`src/hw/rst_seq_pkg.sv`:
```
// Shared constants and carrier types for the system reset sequencer.
// Assumes a single 100 MHz bus clock domain; times are counted in its cycles.
package rst_seq_pkg;

  // ----------------------------------------------------------------
  // Timing
  // ----------------------------------------------------------------
  localparam int unsigned STRETCH_CYCLES = 512;
  localparam int unsigned FLOAT_CYCLES = 10;
  localparam int unsigned FIRST_BUS_CYCLES = 10;
  localparam int unsigned MODULE_RESET_CYCLES = 4;
  localparam int unsigned DRIVE_OFF_CYCLES = 10;
  localparam int unsigned CNT_W = 10;

  // ----------------------------------------------------------------
  // Strap field positions and values after reset
  // ----------------------------------------------------------------
  localparam int unsigned STRAP_DATA_W = 16;
  localparam logic [15:0] STRAP_DATA_RST = 16'hffff;
  localparam logic STRAP_BIT_RST = 1'b1;
  localparam int unsigned PORT_W = 8;
  localparam logic [7:0] PORT_DIR_RST = 8'h00;

  // ----------------------------------------------------------------
  // Types
  // ----------------------------------------------------------------
  typedef enum logic [2:0] {
    ST_POWER = 3'b000,
    ST_DRIVE = 3'b001,
    ST_FLOAT = 3'b010,
    ST_START = 3'b011,
    ST_RUN   = 3'b100,
    ST_WAIT_EXT = 3'b101
  } rst_state_e;

  typedef struct packed {
    logic [15:0] data;
    logic clock_source;
    logic breakpoint;
  } strap_s;

endpackage

```
`src/hw/system_reset_sequencer.sv`:
```
// System reset sequencer: drives and samples the open-drain reset pin,
// stretches resets, latches straps, resets modules and handles drive disable.
// Assumes pins reach it unsynchronised; one bus clock; no software registers.
//
// Rules for this block and the external strap logic
// Strap logic releases data lines before first bus cycle after reset.
// First bus cycle starts exactly ten bus clocks after the reset pin is sampled high.
// External logic should actively pull data lines low; pull-ups are weak.
// Other module pins default to ports with all directions input.
// External reset may wait for the current bus cycle to finish.
// During reset, integration-unit pins are floated or inactive.
// Latched external reset: drive pin low 512 more cycles after release.
// Internal request: drive pin at least 512 cycles, longer while active.
// After 512 cycles float pin ten cycles, then sample; high ends reset.
// Pin still low: drive 512 again, float ten, resample, repeat.
// At power-on hold reset until PLL lock plus 512 cycles.
// Modules reset after internal reset held four running clock cycles.
// Drive disable held ten clocks floats all outputs.
// With external clock, float after ten external clock pulses.
// Once floated, outputs stay floated until power cycle.
// Reset pin is synchronised by bus clock; async immediate, sync at cycle end.
// Straps latched during reset; high selects default function.
// Periods timed by bus clock counter; pin only pulled low or released.
`timescale 1ns/1ns

module system_reset_sequencer
  import rst_seq_pkg::*;
#(
  parameter int unsigned STRETCH = STRETCH_CYCLES,
  parameter int unsigned FLOAT = FLOAT_CYCLES
) (
  // Clock and power-on reset
  input wire logic MCLK_I,
  input wire logic RESET_I,
  // Reset pin, open drain
  input wire logic RESET_PIN_N_I,
  output logic RESET_PIN_O,
  output logic RESET_PIN_OE_O,
  // Internal reset sources and status
  input wire logic PLL_LOCK_I,
  input wire logic INT_RESET_REQ_I,
  input wire logic BUS_CYCLE_END_I,
  input wire logic ASYNC_RESET_I,
  // Strap pins
  input wire logic [15:0] STRAP_DATA_I,
  input wire logic CLOCK_SOURCE_STRAP_I,
  input wire logic BREAKPOINT_PIN_N_I,
  // Drive disable
  input wire logic DRIVE_DISABLE_INPUT_I,
  input wire logic EXTERNAL_CLOCK_INPUT_I,
  // Outputs to the rest of the device
  output logic SYS_RESET_O,
  output logic MODULE_RESET_O,
  output logic FIRST_BUS_CYCLE_O,
  output logic PINS_ENABLE_O,
  output logic [7:0] PORT_DIR_O,
  output rst_seq_pkg::strap_s STRAP_O
);
  import rst_seq_pkg::*;

  // ----------------------------------------------------------------
  // Pin synchronisers
  // ----------------------------------------------------------------
  logic [1:0] pin_sync_r, pin_sync_nxt;
  logic [1:0] dis_sync_r, dis_sync_nxt;
  logic [2:0] ext_sync_r, ext_sync_nxt;
  logic [1:0] lock_sync_r, lock_sync_nxt;
  logic [2*STRAP_DATA_W+3:0] strap_sync_r, strap_sync_nxt;
  logic pin_low;

  always_comb begin
    pin_sync_nxt = {pin_sync_r[0], RESET_PIN_N_I};
    dis_sync_nxt = {dis_sync_r[0], DRIVE_DISABLE_INPUT_I};
    ext_sync_nxt = {ext_sync_r[1:0], EXTERNAL_CLOCK_INPUT_I};
    lock_sync_nxt = {lock_sync_r[0], PLL_LOCK_I};
    strap_sync_nxt = {strap_sync_r[STRAP_DATA_W+1:0],
                      STRAP_DATA_I, CLOCK_SOURCE_STRAP_I, BREAKPOINT_PIN_N_I};
  end

  always_ff @(posedge MCLK_I) begin
    if (RESET_I) begin
      pin_sync_r <= 2'b00;
      dis_sync_r <= 2'b00;
      ext_sync_r <= 3'b000;
      lock_sync_r <= 2'b00;
      strap_sync_r <= '1;
    end else begin
      pin_sync_r <= pin_sync_nxt;
      dis_sync_r <= dis_sync_nxt;
      ext_sync_r <= ext_sync_nxt;
      lock_sync_r <= lock_sync_nxt;
      strap_sync_r <= strap_sync_nxt;
    end
  end

  assign pin_low = !pin_sync_r[1];

  // ----------------------------------------------------------------
  // Reset sequence
  // ----------------------------------------------------------------
  rst_state_e state_r, state_nxt;
  logic [CNT_W-1:0] cnt_r, cnt_nxt;
  logic [2:0] mod_cnt_r, mod_cnt_nxt;
  logic ext_pending_r, ext_pending_nxt;
  strap_s strap_r, strap_nxt;

  // An external reset seen in mid bus cycle is latched and acted on when the cycle ends,
  // so a write in progress completes; a catastrophic one is taken at once.
  always_comb begin
    ext_pending_nxt = ext_pending_r;
    if (state_r != ST_RUN) begin
      ext_pending_nxt = 1'b0;
    end else if (pin_low && !ASYNC_RESET_I && !BUS_CYCLE_END_I) begin
      ext_pending_nxt = 1'b1;
    end
  end

  always_comb begin
    state_nxt = state_r;
    cnt_nxt = cnt_r;
    strap_nxt = strap_r;
    case (state_r)
      ST_POWER: begin
        if (lock_sync_r[1]) begin
          cnt_nxt = cnt_r + 1'b1;
          if (cnt_r == CNT_W'(STRETCH - 1)) begin
            cnt_nxt = '0;
            state_nxt = ST_FLOAT;
          end
        end
      end
      ST_WAIT_EXT: begin
        // The pin is left to the outside driver; driving it here would hide its release.
        if (!pin_low) begin
          cnt_nxt = '0;
          state_nxt = ST_DRIVE;
        end
      end
      ST_DRIVE: begin
        if (cnt_r != CNT_W'(STRETCH - 1)) begin
          cnt_nxt = cnt_r + 1'b1;
        end else if (!INT_RESET_REQ_I) begin
          cnt_nxt = '0;
          state_nxt = ST_FLOAT;
        end
      end
      ST_FLOAT: begin
        cnt_nxt = cnt_r + 1'b1;
        if (cnt_r == CNT_W'(FLOAT - 1)) begin
          cnt_nxt = '0;
          if (pin_low) begin
            state_nxt = ST_DRIVE;
          end else begin
            state_nxt = ST_START;
          end
        end
      end
      ST_START: begin
        // Straps are caught while reset is still in force.
        if (cnt_r == '0) begin
          strap_nxt.data = strap_sync_r[2*STRAP_DATA_W+3:STRAP_DATA_W+4];
          strap_nxt.clock_source = strap_sync_r[STRAP_DATA_W+3];
          strap_nxt.breakpoint = strap_sync_r[STRAP_DATA_W+2];
        end
        cnt_nxt = cnt_r + 1'b1;
        if (cnt_r == CNT_W'(FIRST_BUS_CYCLES - 1)) begin
          cnt_nxt = '0;
          state_nxt = ST_RUN;
        end
      end
      ST_RUN: begin
        if (INT_RESET_REQ_I) begin
          cnt_nxt = '0;
          state_nxt = ST_DRIVE;
        end else if ((pin_low || ext_pending_r) && (ASYNC_RESET_I || BUS_CYCLE_END_I)) begin
          state_nxt = ST_WAIT_EXT;
        end
      end
      default: begin
        state_nxt = ST_POWER;
        cnt_nxt = '0;
      end
    endcase
  end

  always_comb begin
    mod_cnt_nxt = mod_cnt_r;
    if (state_r == ST_RUN || state_r == ST_START) begin
      mod_cnt_nxt = '0;
    end else if (mod_cnt_r != 3'(MODULE_RESET_CYCLES)) begin
      mod_cnt_nxt = mod_cnt_r + 1'b1;
    end
  end

  always_ff @(posedge MCLK_I) begin
    if (RESET_I) begin
      state_r <= ST_POWER;
      cnt_r <= '0;
      mod_cnt_r <= '0;
      ext_pending_r <= 1'b0;
      strap_r <= {STRAP_DATA_RST, STRAP_BIT_RST, STRAP_BIT_RST};
    end else begin
      state_r <= state_nxt;
      cnt_r <= cnt_nxt;
      mod_cnt_r <= mod_cnt_nxt;
      ext_pending_r <= ext_pending_nxt;
      strap_r <= strap_nxt;
    end
  end

  // ----------------------------------------------------------------
  // Drive disable
  // ----------------------------------------------------------------
  logic [3:0] dis_cnt_r, dis_cnt_nxt;
  logic floated_r, floated_nxt;
  logic ext_edge;

  assign ext_edge = ext_sync_r[1] && !ext_sync_r[2];

  always_comb begin
    dis_cnt_nxt = dis_cnt_r;
    floated_nxt = floated_r;
    if (!dis_sync_r[1]) begin
      dis_cnt_nxt = '0;
    end else if (strap_r.clock_source || ext_edge) begin
      // With the external clock strapped only its rising edges count.
      if (dis_cnt_r == 4'(DRIVE_OFF_CYCLES - 1)) begin
        floated_nxt = 1'b1;
      end else begin
        dis_cnt_nxt = dis_cnt_r + 1'b1;
      end
    end
  end

  always_ff @(posedge MCLK_I) begin
    if (RESET_I) begin
      dis_cnt_r <= '0;
      floated_r <= 1'b0;
    end else begin
      dis_cnt_r <= dis_cnt_nxt;
      floated_r <= floated_nxt;
    end
  end

  // ----------------------------------------------------------------
  // Outputs
  // ----------------------------------------------------------------
  logic in_reset_r, module_reset_r, first_r;

  always_ff @(posedge MCLK_I) begin
    if (RESET_I) begin
      in_reset_r <= 1'b1;
      module_reset_r <= 1'b0;
      first_r <= 1'b0;
    end else begin
      in_reset_r <= (state_nxt != ST_RUN);
      module_reset_r <= (mod_cnt_nxt == 3'(MODULE_RESET_CYCLES));
      first_r <= (state_r == ST_START) && (state_nxt == ST_RUN);
    end
  end

  assign RESET_PIN_O = 1'b0;
  assign RESET_PIN_OE_O = !floated_r &&
    (state_r == ST_POWER || state_r == ST_DRIVE);
  assign SYS_RESET_O = in_reset_r;
  assign MODULE_RESET_O = module_reset_r;
  assign FIRST_BUS_CYCLE_O = first_r;
  assign PINS_ENABLE_O = !in_reset_r && !floated_r;
  assign PORT_DIR_O = PORT_DIR_RST;
  assign STRAP_O = strap_r;

endmodule

```
`config.mk`:
```
export PLATFORM = sky130hd
export DESIGN_NAME = system_reset_sequencer
export DESIGN_NICKNAME = d
export VERILOG_FILES = /design/src/hw/rst_seq_pkg.sv /design/src/hw/system_reset_sequencer.sv
export SDC_FILE = /design/constraint.sdc
export NUM_CORES = 1
export LEC_CHECK = 0
export ABC_AREA = 1
export BUFFER_PORTS_ARGS = -buffer_cell sky130_fd_sc_hd__buf_2
export CORE_MARGIN = 5
export CORE_UTILIZATION = 31
export CTS_BUF_LIST = sky130_fd_sc_hd__clkbuf_4
export DETAILED_ROUTE_END_ITERATION = 16
export SYNTH_ARGS = -nofsm -noshare
export SYNTH_HDL_FRONTEND = slang
export SYNTH_SLANG_ARGS = --single-unit
```
`constraint.sdc`:
```
create_clock -name MCLK_I -period 2.2 [get_ports MCLK_I]
set_input_delay 0.44 -clock MCLK_I [delete_from_list [all_inputs] [get_ports MCLK_I]]
set_output_delay 0.44 -clock MCLK_I [all_outputs]
set_load 0.05 [all_outputs]
```
==> impl_metrics.toml, run 1 <==
[outcome]
status = "finished, final reports clean"

[critical_path]
endpoint_kind = "flip-flop"
worstSetupPathType = "flip-flop to flip-flop"
cp_common_cell = "nand2_1"
crit_required_ns = 2.54
cpMaxStageDelayCell = "dfxtp_1"
cp_max_fo = 11
crit_chain = "ha_1 > nand3_1 > nor2_1 > nand3_2 > nand2_2 > inv_1 > nand2_1 > nand2_1 > nand2_1 > nor2_1"
cp-start-kind = "flip-flop"
arrival_ns = 2.27
rrSetupSlack_ns = 0.27
slowest_delay_ns = 0.43

[global_routing]
grt_pass1_wl_mm = 10.7
grt_max_degree = 40
grt_pass1_vias = 2327
grt_overflow = 0
grt.total_usage = 0.103
antenna_found_initial = 0

[detailed_routing]
wire_per_inst_um = 10.5
viasPerCell = 4.25
post-route-drc-count = 0
dr_total_vias = 2548
drt_iter0_drc = 120
drt-total-wl_mm = 6.30
antenna_left = 0
first_pass_iters = 4

[timing]
period_share = 0.878
setup_viol = 0
fin_crit_ns = 1.93
worst_pin_slew_ns = 0.506
finalClockSkew_ns = 0.00932
drv_slew = 0
timing.fmax_ghz = 0.518
rsz0062_at_grt = "false"
hold_viol_final = 0
relSlewSlack = 0.662
tns_ns = 0

[power]
leakage_nw = 1.85
power_mw = 2.60
power_density_mw_per_mm2 = 677
vdd_ir_drop_max_v = 0.000331

[layout]
area_delta_synth_final_pct = 13.5
nets = 488
postLayoutCoreUtil = 0.357
drive_gt1_frac = 0.253
fin_cells = 599
n_antenna_cell = 0
n_fill_cell = 1132

[clock_network]
post_cts_buffers = 0
clock_latency_ns = 0.43
hold_buffers = 0
tritoncts = "built"
cts_inserted_buffers = 9
cts_root_buf = "clkbuf_4"
clkSinkCount = 88
ctsHtreeMaxLevel = 3
clkTransAtPathRegs_ns = 0.14
cts_max_path_buffers = 2
post_cts_resized = 0

[synth]
seq_area_frac_synth = 0.521
yosys.area.top_type = "dfxtp_1"
synth_top_area_frac = 0.521
synth_edf_count = 0
synth_area_mm2 = 0.00338
synth.top_cells.by_area = "dfxtp_1 (52%), nand2_1 (8.1%), or2_2 (6.7%)"
ys_ff_latch = 88
ys.flop_type = "dfxtp_1"
synth_cell_types = 33
syn_inst = 405
synth.avg_cell_area_um2 = 8.35
async_reset_ff_frac = 0
yosys_warnings = 0

[floorplanning]
fp.dieArea_mm2 = 0.0131
coreArea_mm2 = 0.0107
ios = 59
start_util = 0.315
die_h_um = 114
num_rows = 38
die_w_um = 114

[placed_design]
dp_hpwl_mm = 4.50
io_buffers = 49
gp_congestion = 0.853
placed_cells = 583

[min_path]
worstHoldPathType = "primary input to flip-flop"

[flow_run]
maxCapViolations = 0
[Yosys cell counts, types with 5 or more instances]
library cell and instances:
a21oi_1 6, buf_4 9, clkbuf_1 8, dfxtp_1 88, ha_1 7, inv_1 55
inv_2 5, nand2_1 73, nand3_1 14, nand4_1 5, nor2_1 42, nor3_1 5
o211ai_1 19, or2_2 36
[layout make-up]
| cell class | instances | area [um2] | share of cell area |
|---|---|---|---|
| clock buffer | 9 | 67.6 | 0.0176 |
| clock inverter | 7 | 46.3 | 0.0121 |
| inverter | 61 | 229 | 0.0597 |
| multi-input combinational | 243 | 1300 | 0.338 |
| sequential | 88 | 1760 | 0.459 |
| tap | 140 | 175 | 0.0457 |
| timing repair buffer | 51 | 260 | 0.0678 |
[final timing paths]
kind / from / to / cells past startpoint
worst max register to register: cnt_r[0] / cnt_r[7] / 10
worst min-delay path: STRAP_DATA_I[10] / strap_sync_r[12] / 2
worst max-delay path: cnt_r[0] / cnt_r[7] / 10
worst min register to register: ext_sync_r[0] / ext_sync_r[1] / 2
[report_power, final]
part           switching [mW]  internal (mW)  total [mW]  leakage, nW
clock                   0.540          0.233       0.773       0.0618
combinational           0.105         0.0622       0.167         1.07
sequential             0.0157           1.64        1.66        0.721
total                   0.661           1.94        2.60         1.85
[layout by cell type (no fill, tap or decap), types with 3 or more instances in the layout]
master	n
inv_2	5
nand3_1	14
nor2_1	42
nor3_1	5
conb_1	9
clkbuf_4	9
ha_1	7
nand2_1	73
a21oi_1	6
nor2_4	3
buf_2	49
nand4_1	5
or2_2	36
o21ai_0	4
inv_1	55
clkinv_1	3
dfxtp_1	88
o21bai_1	4
o211ai_1	19
[layer usage]
metal,wire [um],up-vias,global-route usage,share of wire
li1,-,1344,-,-
met1,2860,1124,0.125,0.45
met2,2880,71,0.162,0.46
met3,466,9,0.0444,0.074
met4,92,0,0.0348,0.015
met5,0,-,0,0
[through the flow]
| step | setup WS, ns | area (um2) | hold WS (ns) |
|---|---|---|---|
| floorplan | 0.343 | 3410 | 0.388 |
| global placement | 0.411 | 3720 | 0.390 |
| detailed placement | 0.302 | 3720 | 0.392 |
| CTS | 0.281 | 3840 | 0.129 |
| global route | 0.0202 | 3840 | 0.117 |
| finish | 0.269 | 3840 | 0.172 |
[registers in the layout (all words and copies together) (netlist names)]
name               cells
dis_sync_r             2
mod_cnt_r              3
strap_sync_r          36
ext_pending_r          1
state_r                3
MODULE_RESET_O         1
lock_sync_r            2
STRAP_O               18
floated_r              1
ext_sync_r             3
SYS_RESET_O            1
pin_sync_r             2
cnt_r                 10
dis_cnt_r              4
FIRST_BUS_CYCLE_O      1
[logic make-up after synthesis]
kind of cell / after synthesis / share of synthesized area
xor+xnor: 1 / 0.00259
other cells: 1 / 0.00111
simple gates: 186 / 0.263
buf+inv: 82 / 0.104
fa+ha+maj: 7 / 0.0259
compound gates: 40 / 0.0818
flops: 88 / 0.521
[worst max-delay path: cells and delay by family, from the launching register on]
family,cells,cell delay (ns)
and+or+nand+nor,8,1.02
DFF,1,0.43
adders and majority gates,1,0.21
buffers and inverters,1,0.18
(Power assumes the default switching activity.)
==> run 2, diff against run 1 <==
- BUFFER_PORTS_ARGS: -buffer_cell sky130_fd_sc_hd__buf_2 -> -buffer_cell sky130_fd_sc_hd__buf_4
==> run 2 against run 1 <==
Compared with the run above: wire length increased by 1.7%; first-iteration DRC count increased by 2.5%; global-route usage about the same; final area increased by 3.6%; fmax increased by 0.22%; critical path depth decreased by 1; worst setup slack improved by 0.0042 ns.
==> impl_metrics.toml, run 2 (synthesis results as in run 1) <==
[outcome]
status = "finished, final reports clean"

[global_routing]
grt_pass1_wl_mm = 10.7
grt_overflow = 0
antenna_found_initial = 0
grt_pass1_vias = 2295
grt_max_degree = 53
grt.total_usage = 0.102

[critical_path]
cp-start-kind = "flip-flop"
endpoint_kind = "flip-flop"
crit_required_ns = 2.56
cp_max_fo = 11
arrival_ns = 2.29
worstSetupPathType = "flip-flop to flip-flop"

[placed_design]
io_buffers = 49
postPlaceCellArea_mm2 = 0.00384
dp_hpwl_mm = 4.58
dp_slack_ns = 0.350
gp_congestion = 0.828

[clock_network]
tritoncts = "built"
cts_max_path_buffers = 2
clkTransAtPathRegs_ns = 0.16
hold_buffers = 0
clock_latency_ns = 0.43
cts_root_buf = "clkbuf_4"
ctsHtreeMaxLevel = 3
cts_inserted_buffers = 9
post_cts_resized = 0
post_cts_buffers = 0
clkSinkCount = 88

[floorplanning]
num_rows = 38
die_h_um = 114
fp.dieArea_mm2 = 0.0131
die_w_um = 114
start_util = 0.315
coreArea_mm2 = 0.0107
ios = 59

[detailed_routing]
wire_per_inst_um = 10.7
drt-total-wl_mm = 6.41
viasPerCell = 4.17
dr_total_vias = 2497
first_pass_iters = 4
post-route-drc-count = 0
drt_iter0_drc = 123
antenna_left = 0

[power]
power.switching_mw = 0.724
p_comb_frac = 0.068
vdd_ir_drop_max_v = 0.000348
switching_share = 0.268
seqPwrFrac = 0.614
clkPwrFrac = 0.318
power_density_mw_per_mm2 = 679
leakage_nw = 1.92
intPower_mw = 1.97

[flow_run]
maxCapViolations = 0

[timing]
worst_pin_slew_ns = 0.533
tns_ns = 0
timing.fmax_ghz = 0.519
relSlewSlack = 0.643
fin_crit_ns = 1.93
rsz0062_at_grt = "false"
hold_viol_final = 0
setup_viol = 0
drv_slew = 0
finalClockSkew_ns = 0.0220
setup_ws_ns = 0.274
period_share = 0.876

[layout]
postLayoutCoreUtil = 0.370
n_antenna_cell = 0
largest-register = "strap_sync_r"
largest_reg_flops = 36
area.sequential_mm2 = 0.00176
fin_area_mm2 = 0.00398
drive_gt1_frac = 0.257
final_common_cell = "dfxtp_1"
nets = 488
multi_input_area_mm2 = 0.00130
final_cell_mix = "dfxtp_1 (88), nand2_1 (73), inv_1 (55)"
n_fill_cell = 1114
area_delta_synth_final_pct = 17.6

[min_path]
worstHoldPathType = "primary input to flip-flop"
-- run 2: cell types whose count changed in the layout (fill, tap and decap cells not counted) --
cell,delta
buf_4,+49
inv_6,+1
inv_8,+1
buf_2,-49
clkinv_4,+1
clkinv_2,-1
clkinv_1,-2
-- run 2: cell type report --
cell class	count	share of cell area
Clock buffer	9	0.0170
Clock inverter	7	0.0157
Inverter	61	0.0576
Multi-Input combinational cell	243	0.326
Sequential cell	88	0.443
Timing Repair Buffer	51	0.0963
Tap cell	140	0.0441
-- run 2: worst paths after layout --
| path | start | endpoint | slack [ns] | depth (start not counted) |
|---|---|---|---|---|
| min | STRAP_DATA_I[1] | strap_sync_r[3] | 0.18 | 2 |
| min reg2reg | lock_sync_r[0] | lock_sync_r[1] | 0.42 | 2 |
| max reg2reg | cnt_r[0] | cnt_r[5] | 0.27 | 9 |
| max | cnt_r[0] | cnt_r[5] | 0.27 | 9 |
-- run 2: power by group through the flow --
stage	clock network (mW)	logic, mW	registers [mW]
finish	0.858	0.182	1.66
global route	0.968	0.205	1.66
CTS	0.899	0.185	1.66
detailed placement	0	0.184	1.69
global placement	0	0.179	1.69
floorplan	0	0.139	1.69
-- run 2: stage by stage --
step | hold slack [ns] | std cells | total power [mW]
final | 0.176 | 599 | 2.70
after global routing | 0.126 | 599 | 2.84
after CTS | 0.141 | 599 | 2.74
after detailed placement | 0.392 | 583 | 1.88
after global placement | 0.391 | 583 | 1.87
after floorplan | 0.388 | 413 | 1.83
-- run 2: worst max-delay path: stages (launching register included) --
cell and delay [ns]:
dfxtp_1 0.45, ha_1 0.23, nand3_1 0.13, nor2_1 0.21, nand3_2 0.15, nand2_2 0.25, inv_1 0.18, nand2_1 0.09
nand3_1 0.07, nor2_1 0.11
-- run 2: routing by layer --
layer	global-route usage	wire length (um)	vias up
met4	0.0222	39	0
li1	-	-	1336
met1	0.131	2960	1091
met3	0.0418	450	8
met2	0.162	2960	62
met5	0	0	-
